<file path="config.mk">
export PLATFORM = sky130hd
export DESIGN_NAME = stepper_motor_sequencer
export DESIGN_NICKNAME = d
export VERILOG_FILES = /design/src/core/stepper_motor_sequencer_pkg.sv /design/src/core/stepper_motor_sequencer.sv
export VERILOG_INCLUDE_DIRS = /design/src /design/src/core
export SDC_FILE = /design/constraint.sdc
export NUM_CORES = 1
export LEC_CHECK = 0
export ABC_CLOCK_PERIOD_IN_PS = 2110
export CAP_MARGIN = 20
export CELL_PAD_IN_SITES_DETAIL_PLACEMENT = 0
export CELL_PAD_IN_SITES_GLOBAL_PLACEMENT = 1
export CORE_ASPECT_RATIO = 0.8
export CORE_MARGIN = 5
export CORE_UTILIZATION = 34
export DETAILED_ROUTE_END_ITERATION = 6
export DONT_BUFFER_PORTS = 1
export GPL_TIMING_DRIVEN = 0
export HOLD_SLACK_MARGIN = 0.02
export MAX_ROUTING_LAYER = met4
export PLACE_DENSITY = 0.65
export SYNTH_ARGS = -nofsm -noshare
export SYNTH_HDL_FRONTEND = slang
export SYNTH_SLANG_ARGS = --single-unit
</file>
<file path="constraint.sdc">
create_clock -name clock_in -period 2.11 [get_ports clock_in]
set_input_delay 0.422 -clock clock_in [delete_from_list [all_inputs] [get_ports clock_in]]
set_output_delay 0.422 -clock clock_in [all_outputs]
set_load 0.005 [all_outputs]
</file>
<file path="src/core/stepper_motor_sequencer_regs.svh">
// Register offsets, field positions, reset values and timing counts
// of the stepper motor sequencer. Definitions only.
`ifndef STEPPER_MOTOR_SEQUENCER_REGS_SVH
`define STEPPER_MOTOR_SEQUENCER_REGS_SVH

// Register offsets on the plain register port
`define OFS_STEP_CONTROL 32'h01ff8058
`define OFS_STEP_INTERVAL_TIMER 32'h01ff805a
`define OFS_PHASE_PATTERN 32'h01ff805c
`define OFS_STEP_CLOCK_DIVIDER 32'h01ff8853
`define OFS_PIN_FUNCTION_CONFIG 32'h01ff8060
`define OFS_DELAY_TIMER 32'h01ff8062
`define OFS_SEQ_STATUS 32'h01ff8064

// Step control fields
`define BIT_IRQ_CLEAR 0
`define BIT_STEP_ENABLE 1
`define BIT_DIRECTION 2
`define BIT_HALF_STEP 3
`define BIT_MOTOR_POWER 4

// Pin function config fields
`define BIT_SYNC_ENABLE 0
`define BIT_GENERAL_OUTPUT 1

// Field widths
`define DIVIDER_W 5
`define TIMER_W 14

// Reset values
`define RST_CONTROL 5'h00
`define RST_TIMER 14'h0000
`define RST_PATTERN 8'h00
`define RST_DIVIDER 5'h00

// Step tick clock is the core clock divided by this factor times (n+1)
`define TICK_BASE_DIV 8

`endif

</file>
<file path="src/core/stepper_motor_sequencer_pkg.sv">
// Types shared by the stepper motor sequencer.
// Assumes the constants header is included by the design file.
package stepper_motor_sequencer_pkg;

    // Sequencer states
    typedef enum logic [1:0] {
        ST_IDLE,
        ST_WAIT_SYNC,
        ST_DELAY,
        ST_STEP
    } seq_state_t;

    // Stored step control bits
    typedef struct packed {
        logic power;
        logic half_step;
        logic direction;
        logic enable;
    } step_ctrl_t;

    // Pin function and start synchronisation bits
    typedef struct packed {
        logic general_output;
        logic sync_enable;
    } pin_cfg_t;

endpackage

</file>
<file path="src/core/stepper_motor_sequencer.sv">
// Stepper motor sequencer: register port, step tick divider, delay and
// step timers, phase pattern advance and sticky step interrupt.
// Assumes one 100 MHz clock, a synchronous active-low reset and a
// register master that never issues read and write strobes together.
//
// Summary of operation
// - Full step uses low pattern nibble only
// - Half step holds current and next pattern
// - Tick equals clock over eight times (n+1)
// - Step interval is (n+1) tick periods
// - Control holds direction and enable, reset zero
// - Control holds power bit and interrupt clear
// - Step timer expiry pulses, interrupts and reloads
// - Each step pulse in motor mode advances the pattern once
// - Two reloadable timers: step and first delay
// - Scan start input, synchronisation selectable
// - Synchronised start waits for scan start pulse
// - Unsynchronised start loads delay timer at once
// - Delay timer expiry gives first step pulse
// - Delay timer runs once per enabling
// - Config bit selects motor lines or outputs
// - Pins always show pattern low nibble
// - Output mode writes appear on pins at once
// - Motor mode ignores pattern register writes
// - Pattern moves forward clockwise, backward otherwise
// - Disabling clears both timers and blocks steps
// - Power bit drives its output pin directly
`timescale 1ns/1ps
`include "stepper_motor_sequencer_regs.svh"

module stepper_motor_sequencer
    import stepper_motor_sequencer_pkg::*;
(
    input wire logic clock_in,
    input wire logic rst_n_in,
    input wire logic [31:0] addr_in,
    input wire logic [15:0] wdata_in,
    input wire logic wr_in,
    input wire logic rd_in,
    output logic [15:0] rdata_out,
    input wire logic scan_cycle_start_in,
    output logic [3:0] phase_lines_out,
    output logic general_output_mode_out,
    output logic motor_power_out,
    output logic step_pulse_out,
    output logic step_interrupt_out
);

    localparam int TICK_CNT_W = 8;

    step_ctrl_t ctrl_ff;
    pin_cfg_t cfg_ff;
    logic [`TIMER_W-1:0] step_reload_ff;
    logic [`TIMER_W-1:0] delay_reload_ff;
    logic [`DIVIDER_W-1:0] divider_ff;
    logic [7:0] pattern_ff;
    logic [`TIMER_W-1:0] step_cnt_ff;
    logic [`TIMER_W-1:0] delay_cnt_ff;
    logic [TICK_CNT_W-1:0] tick_cnt_ff;
    logic irq_ff;
    logic pulse_ff;
    logic enable_d_ff;
    logic sync1_ff;
    logic sync2_ff;
    logic sync3_ff;
    logic [15:0] rdata_ff;
    seq_state_t state_ff;

    logic wr_ctrl;
    logic wr_pattern;
    logic tick;
    logic scan_pulse;
    logic start;
    logic step_now;
    logic [TICK_CNT_W-1:0] tick_reload;

    // Nibble rotations used by both excitation modes
    function automatic logic [3:0] rot_fwd(input logic [3:0] v);
        return {v[2:0], v[3]};
    endfunction

    function automatic logic [3:0] rot_back(input logic [3:0] v);
        return {v[0], v[3:1]};
    endfunction

    // Address decode for writes
    assign wr_ctrl = wr_in && (addr_in == `OFS_STEP_CONTROL);
    assign wr_pattern = wr_in && (addr_in == `OFS_PHASE_PATTERN);

    // Step control bits; bit 0 is a command and is not stored
    always_ff @(posedge clock_in) begin
        if (!rst_n_in) begin
            ctrl_ff <= step_ctrl_t'(4'(`RST_CONTROL >> 1));
        end else if (wr_ctrl) begin
            ctrl_ff.enable <= wdata_in[`BIT_STEP_ENABLE];
            ctrl_ff.direction <= wdata_in[`BIT_DIRECTION];
            ctrl_ff.half_step <= wdata_in[`BIT_HALF_STEP];
            ctrl_ff.power <= wdata_in[`BIT_MOTOR_POWER];
        end
    end

    // Remaining software registers
    always_ff @(posedge clock_in) begin
        if (!rst_n_in) begin
            cfg_ff <= '0;
            step_reload_ff <= `RST_TIMER;
            delay_reload_ff <= `RST_TIMER;
            divider_ff <= `RST_DIVIDER;
        end else if (wr_in) begin
            case (addr_in)
                `OFS_PIN_FUNCTION_CONFIG: begin
                    cfg_ff.general_output <= wdata_in[`BIT_GENERAL_OUTPUT];
                    cfg_ff.sync_enable <= wdata_in[`BIT_SYNC_ENABLE];
                end
                `OFS_STEP_INTERVAL_TIMER: step_reload_ff <= wdata_in[`TIMER_W-1:0];
                `OFS_DELAY_TIMER: delay_reload_ff <= wdata_in[`TIMER_W-1:0];
                `OFS_STEP_CLOCK_DIVIDER: divider_ff <= wdata_in[`DIVIDER_W-1:0];
                default: begin
                end
            endcase
        end
    end

    // Registered read data, one cycle after the strobe; unmapped reads zero
    always_ff @(posedge clock_in) begin
        if (!rst_n_in) begin
            rdata_ff <= 16'h0000;
        end else if (rd_in) begin
            case (addr_in)
                `OFS_STEP_CONTROL: rdata_ff <= {11'h000, ctrl_ff, irq_ff};
                `OFS_STEP_INTERVAL_TIMER: rdata_ff <= {2'h0, step_reload_ff};
                `OFS_PHASE_PATTERN: rdata_ff <= {8'h00, pattern_ff};
                `OFS_STEP_CLOCK_DIVIDER: rdata_ff <= {11'h000, divider_ff};
                `OFS_PIN_FUNCTION_CONFIG: rdata_ff <= {14'h0000, cfg_ff};
                `OFS_DELAY_TIMER: rdata_ff <= {2'h0, delay_reload_ff};
                `OFS_SEQ_STATUS: rdata_ff <= {12'h000, irq_ff, pulse_ff,
                    2'(state_ff)};
                default: rdata_ff <= 16'h0000;
            endcase
        end
    end

    // Scan start pin passes two flops; the edge is taken after the second
    always_ff @(posedge clock_in) begin
        if (!rst_n_in) begin
            sync1_ff <= 1'b0;
            sync2_ff <= 1'b0;
            sync3_ff <= 1'b0;
        end else begin
            sync1_ff <= scan_cycle_start_in;
            sync2_ff <= sync1_ff;
            sync3_ff <= sync2_ff;
        end
    end
    assign scan_pulse = sync2_ff && !sync3_ff;

    // Tick divider: 8*(n+1) cycles; restarts while stepping is off so the
    // first interval after enabling is always a full tick
    assign tick_reload = TICK_CNT_W'(`TICK_BASE_DIV * (int'(divider_ff) + 1) - 1);
    assign tick = ctrl_ff.enable && (tick_cnt_ff == '0);
    always_ff @(posedge clock_in) begin
        if (!rst_n_in) begin
            tick_cnt_ff <= '0;
        end else if (!ctrl_ff.enable || tick) begin
            tick_cnt_ff <= tick_reload;
        end else begin
            tick_cnt_ff <= tick_cnt_ff - 1'b1;
        end
    end

    // Enable edge starts the one-shot delay sequence
    always_ff @(posedge clock_in) begin
        if (!rst_n_in) begin
            enable_d_ff <= 1'b0;
        end else begin
            enable_d_ff <= ctrl_ff.enable;
        end
    end
    assign start = ctrl_ff.enable && !enable_d_ff;

    // A step is due when the running timer of the current phase expires
    assign step_now = tick && (((state_ff == ST_DELAY) && (delay_cnt_ff == '0))
        || ((state_ff == ST_STEP) && (step_cnt_ff == '0)));

    // Sequencer state and both timers
    always_ff @(posedge clock_in) begin
        if (!rst_n_in) begin
            state_ff <= ST_IDLE;
            step_cnt_ff <= `RST_TIMER;
            delay_cnt_ff <= `RST_TIMER;
        end else if (!ctrl_ff.enable) begin
            state_ff <= ST_IDLE;
            step_cnt_ff <= '0;
            delay_cnt_ff <= '0;
        end else begin
            case (state_ff)
                ST_IDLE: begin
                    if (start && cfg_ff.sync_enable) begin
                        state_ff <= ST_WAIT_SYNC;
                    end else if (start) begin
                        delay_cnt_ff <= delay_reload_ff;
                        state_ff <= ST_DELAY;
                    end
                end
                ST_WAIT_SYNC: begin
                    if (scan_pulse) begin
                        delay_cnt_ff <= delay_reload_ff;
                        state_ff <= ST_DELAY;
                    end
                end
                ST_DELAY: begin
                    if (step_now) begin
                        step_cnt_ff <= step_reload_ff;
                        state_ff <= ST_STEP;
                    end else if (tick) begin
                        delay_cnt_ff <= delay_cnt_ff - 1'b1;
                    end
                end
                ST_STEP: begin
                    if (step_now) begin
                        step_cnt_ff <= step_reload_ff;
                    end else if (tick) begin
                        step_cnt_ff <= step_cnt_ff - 1'b1;
                    end
                end
                default: state_ff <= ST_IDLE;
            endcase
        end
    end

    // Registered step pulse, one cycle wide
    always_ff @(posedge clock_in) begin
        if (!rst_n_in) begin
            pulse_ff <= 1'b0;
        end else begin
            pulse_ff <= step_now;
        end
    end

    // Sticky interrupt; a new step beats a clear in the same cycle
    always_ff @(posedge clock_in) begin
        if (!rst_n_in) begin
            irq_ff <= 1'b0;
        end else if (step_now) begin
            irq_ff <= 1'b1;
        end else if (wr_ctrl && wdata_in[`BIT_IRQ_CLEAR]) begin
            irq_ff <= 1'b0;
        end
    end

    // Phase pattern: written only as outputs, advanced only as motor lines.
    // Half step keeps the next pattern in the upper nibble, so two patterns
    // ahead is the lower nibble rotated by one phase.
    always_ff @(posedge clock_in) begin
        if (!rst_n_in) begin
            pattern_ff <= `RST_PATTERN;
        end else if (cfg_ff.general_output) begin
            if (wr_pattern) begin
                pattern_ff <= wdata_in[7:0];
            end
        end else if (step_now) begin
            if (!ctrl_ff.half_step && !ctrl_ff.direction) begin
                pattern_ff[3:0] <= rot_fwd(pattern_ff[3:0]);
            end else if (!ctrl_ff.half_step) begin
                pattern_ff[3:0] <= rot_back(pattern_ff[3:0]);
            end else if (!ctrl_ff.direction) begin
                pattern_ff <= {rot_fwd(pattern_ff[3:0]), pattern_ff[7:4]};
            end else begin
                pattern_ff <= {pattern_ff[3:0], rot_back(pattern_ff[7:4])};
            end
        end
    end

    // Pins: low nibble in both functions, power bit passed straight out
    assign phase_lines_out = pattern_ff[3:0];
    assign general_output_mode_out = cfg_ff.general_output;
    assign motor_power_out = ctrl_ff.power;
    assign step_pulse_out = pulse_ff;
    assign step_interrupt_out = irq_ff;
    assign rdata_out = rdata_ff;
endmodule

</file>
* After elaboration in Yosys (flattened, before gate mapping)
Index checks and enable logic that the tools add are counted. W data, S select, Z words.
Operators by class: reductions and logical operators 37, add/sub/neg operators 5, muxes and demuxes 27, equality and inequality tests 20
Operator list (number):
- $eq A32 B25 Y1 const B | 7
- $mux W14 | 8
- $pmux W14 S7 | 1
- $pmux W14 S3 | 1
- $mux W8 | 5
- $logic_not A14 Y1 | 2
- $pmux W14 S2 | 1
- $sub A14 B1 Y14 const B | 2
- $mux W4 | 4
- $sub A8 B1 Y8 const B | 2
- $ne A2 B2 Y1 const B | 7
- $reduce_and A2 Y1 | 6
- $logic_and A1 B1 Y1 | 11
- $logic_not A8 Y1 | 1
- $mux W2 | 4
- $reduce_and A4 Y1 | 2
- $reduce_bool A2 Y1 | 4
- $ne A3 B3 Y1 const B | 2
- $pmux W2 S3 | 1
- $reduce_and A6 Y1 | 1
- $add A5 B1 Y5 const B | 1
- $logic_not A1 Y1 | 5
- $eq A2 B2 Y1 const B | 2
- $reduce_and A3 Y1 | 1
- other kinds (6) | 8
Word-level totals: output and inout bits 24, logic and storage cells 111, bits in registers 107, bits of input ports 53

* Depth between registers and ports, before layout
depth in word-level cells 6, mapped depth 9

* Worst setup path after synthesis
No wires, ideal clock.
path type in2reg, start input port addr_in[27], end register step_reload_ff[12], data required time 1982 ps, stages 7, slack -135 ps, data arrival time 2117 ps, buffers on the path 1, library setup time 128 ps, path through nor4b_1 -> nand4_1 -> nor2_1 -> nand4_2 -> clkbuf_1 -> mux2i_1 -> nor2_1
On the way: word-level cells in the longest chain between the ends 2
Ends and longest elaborated chain:
- start: declaration | RTL line stepper_motor_sequencer.sv:36 | input wire logic [31:0] addr_in,
- $eq A32 B25 Y1 | RTL line stepper_motor_sequencer.sv:110 | case (addr_in)
- $reduce_and A2 Y1 (no source line)
- end signal: assignment | RTL line stepper_motor_sequencer.sv:106 | step_reload_ff <= `RST_TIMER;
- end signal: assignment | RTL line stepper_motor_sequencer.sv:115 | `OFS_STEP_INTERVAL_TIMER: step_reload_ff <= wdata_in[`TIMER_W-1:0];
- end: declaration | RTL line stepper_motor_sequencer.sv:53 | logic [`TIMER_W-1:0] step_reload_ff;
No other way between the ends. A chain may end at the register's enable or synchronous reset.

* Worst setup path after layout
start register step_cnt_ff[7], end register step_cnt_ff[11]
On the way: word-level cells in the longest chain between the ends 6, elaborated cells on any way between the ends 11, those cells by class 1 x add/sub; 2 x eq/ne; 3 x mux; 5 x reduce/logical
Ends and longest elaborated chain:
- start: declaration | RTL line stepper_motor_sequencer.sv:57 | logic [`TIMER_W-1:0] step_cnt_ff;
- start signal: assignment | RTL line stepper_motor_sequencer.sv:189 | step_cnt_ff <= `RST_TIMER;
- start signal: assignment | RTL line stepper_motor_sequencer.sv:213 | step_cnt_ff <= step_reload_ff;
- start signal: assignment | RTL line stepper_motor_sequencer.sv:221 | step_cnt_ff <= step_reload_ff;
- parallel branches: the longest is 6 deep, another holds $sub A14 B1 Y14
Several ways; the timed one is not identified. The select of a mux whose other input is x is not followed.

==> impl_metrics.tcl <==
set metrics [dict create \
    ys_ff_latch 105 \
    antenna_found_initial 0 \
    final-hold-violation-count 0 \
    min_period_over_period_pct 106.9 \
    synth_edf_count 0 \
    cts_buffers 9 \
    fin_nets 805 \
    grt_use_total_pct 21.38 \
    end_kind "register" \
    total_leakage_power_uw 0.002581 \
    hold_buffers 0 \
    yosysTopAreaCell "dfxtp_1" \
    multi_input_area_um2 3786 \
    total_power_uw 3944 \
    fmax_mhz 443.3 \
    routed_wl_mm 20.85 \
    p_switching_uw 856.5 \
    dp_hpwl_mm 15.26 \
    initial_utilization_pct 34.85 \
    routedWlPerCell_um 21.58 \
    dp.cells 922 \
    drc_errors 0 \
    synth_area_leaders "dfxtp_1, nand2_1, mux2i_1" \
    p_int_uw 3088 \
    fin_cells 966 \
    reg2regPathDepth 8 \
    clockBufferDepth 2 \
    die_w_um 156.1 \
    syn_area_um2 5806 \
    finalClockSkew_ns 0.01068 \
    setup_viol 35 \
    clk_pin_slew_ns 0.07 \
    critical_path_depth 8 \
    cp_slowest_stage_delay_ns 0.56 \
    yosysMostFrequentCell "nand2_1" \
    path_delay_family "simple AND/OR/NAND/NOR gates" \
    cts_sinks 105 \
    coreArea_um2 16660 \
    cap_violations 0 \
    diodes 0 \
    critical_path_class "reg -> reg" \
    rows 42 \
    root_buffer "clkbuf_16" \
    drive_gt1_share_pct 21.58 \
    register_area_um2 2117 \
    yosys-top-cells-count "nand2_1, dfxtp_1, a21oi_1" \
    status "finished, violations left" \
    cp-start-kind "register" \
    grt_pass1_vias 5324 \
    cp_data_arrival_time_ns 2.53 \
    htreeDepth 3 \
    violations "setup timing" \
    postRouteAntennaNets 0 \
    min_path_type "in -> reg" \
    worst_slew_pin_slew_ns 0.6763 \
    comb_power_share_pct 2.3 \
    seqPwrFrac_pct 50.3 \
    ios 77 \
    port-buffer-count 0 \
    cp.buffers_inverters 2 \
    p_per_area_nw_per_um2 550.9 \
    fillers 1646 \
    yosysTopAreaCellShare_pct 36.21 \
    timing.final.max_slew_violations 0 \
    cts_tree "built" \
    grt_pass1_wl_mm 31.82 \
    critPathMaxFanout 8 \
    grt_max_degree 17 \
    clockPowerShare_pct 47.4 \
    vias 5545 \
    fp.dieH_um 126.9 \
    yosys_warnings 0 \
    peakVddDrop_mv 0.3044 \
    path_cells "or4_4, nor4_4, buf_4, a22oi_4, nand2b_4, buf_12, a32o_1, a221oi_2" \
    die_area_um2 19800 \
    gp_congestion 0.9354 \
    crit_path_top_delay_cell "or4_4" \
    slew_headroom_pct 54.92 \
    synth_seq_area_share_pct 36.21 \
    swShare_pct 21.72 \
    ys_types 77 \
    finalWorstSetupSlack_ns -0.1457 \
    avgSynthCellArea_um2 8.282 \
    period_needed_ns 2.256 \
    min_delay_path_depth 1 \
    grt_setup_unrepaired "yes" \
    cp.required_ns 2.39 \
    vias_per_cell 5.740 \
    dr.pass1.iters 5 \
    layout-area-overhead-vs-synth_pct 23.32 \
    grt_overflow_total 0 \
    syn_inst 701 \
    synth-async-reset-ratio_pct 0 \
    clock_latency_ns 0.36 \
    dr.first_iter.drc_count 507 \
    ys.flop_type "dfxtp_1" \
]
==> registers in the layout (all words and copies together), names as in the netlist, 2 cells and up <==
signal and cells:
ctrl_ff 3, delay_cnt_ff 14, delay_reload_ff 14, divider_ff 5, pattern_ff 8, rdata_out 14, state_ff 2, step_cnt_ff 14
step_reload_ff 14, tick_cnt_ff 8
==> layer usage <==
metal / up-vias / part of all wire, % / global-route usage, %
met5: - / 0 / -
met4: 0 / 1.2 / 4.082
met3: 22 / 9.5 / 5.584
met2: 217 / 41 / 29.49
met1: 2689 / 48 / 31.50
li1: 2617 / - / -
==> through the flow <==
step / TNS, ns / instance area (µm²) / hold slack, ns / setup slack [ns] / util (%)
detailed placement: -39.33 / 6103 / 0.4245 / -0.6200 / 36.64
floorplan: -1.855 / 5828 / 0.4119 / -0.07760 / -
global placement: -35.45 / 6103 / 0.4266 / -0.5629 / 36.64
CTS: -4.775 / 6940 / 0.1536 / -0.2162 / 41.66
finish: -2.602 / 7159 / 0.1726 / -0.1457 / 42.98
global route: -5.371 / 7159 / 0.1670 / -0.2231 / 42.98
==> path summary, 6_finish.rpt <==
path | start | endpoint | slack [ns]
worst min-delay path | wdata_in[0] | step_interrupt_out$_SDFFE_PN0P_ | 0.17
worst max register to register | step_cnt_ff[7]$_SDFFE_PN0P_ | step_cnt_ff[11]$_SDFFE_PN0P_ | -0.15
worst min register to register | sync1_ff$_SDFF_PN0_ | sync2_ff$_SDFF_PN0_ | 0.44
worst max-delay path | step_cnt_ff[7]$_SDFFE_PN0P_ | step_cnt_ff[11]$_SDFFE_PN0P_ | -0.15
==> what timing repair did <==
action	CTS	global route
pin swaps	36	23
cloned	3	0
resized for setup	70	55
endpoints found under the hold margin	0	0
buffers inserted	24	8
endpoints found under the setup margin	76	78
==> placed cells by master (no fill, tap or decap), types with 8 or more instances in the layout <==
cell	instances
a21oi_2	9
o21ai_0	17
nand2_1	115
inv_1	19
nand2b_1	8
mux2i_1	33
buf_4	29
dfxtp_1	99
a21oi_1	41
clkbuf_16	9
a22oi_1	15
clkbuf_1	24
nand3_1	21
and3_1	8
nor2_1	41
ha_1	10
nor3_1	13
buf_6	9
==> logic make-up (layout without fill, tap and decap cells) <==
family | count (synthesis) | after routing | synth area share (%)
buffers and inverters | 72 | 116 | 5.366
DFF | 105 | 105 | 36.21
xor gates and xnor gates | 9 | 9 | 1.358
and+or+nand+nor | 282 | 282 | 24.72
AOI/OAI and AO/OA | 177 | 177 | 21.38
adders and majority gates | 11 | 11 | 2.371
muxes | 44 | 44 | 8.535
other | 1 | 2 | 0.06459
==> power by group through the flow <==
stage          registers (µW)  clock network (µW)  logic, µW
3_3_place_gp             2030                   0       86.2
6_report                 1980                1870       91.2
5_1_grt                  1980                1970       99.3
2_1_floorplan            2030                   0       62.7
4_1_cts                  1990                1890       88.6
3_5_place_dp             2030                   0       86.4
==> final cells by class <==
class	instances	share of cell area (%)
tap	220	3.845
timing repair buffer	33	4.404
sequential	105	29.57
multi-input combinational	525	52.88
inverter	22	1.153
clock inverter	4	1.066
clock buffer	12	3.443
buffer	45	3.635
==> worst register-to-register path, delay by kind of cell (launching register included) <==
family                 cells  cell delay, ns
AND/OR/NAND/NOR            3            0.90
AO/OA/AOI/OAI              3            0.60
flip-flops                 1            0.35
buffers and inverters      2            0.32
Note: power is estimated with default switching activity, not from simulation.
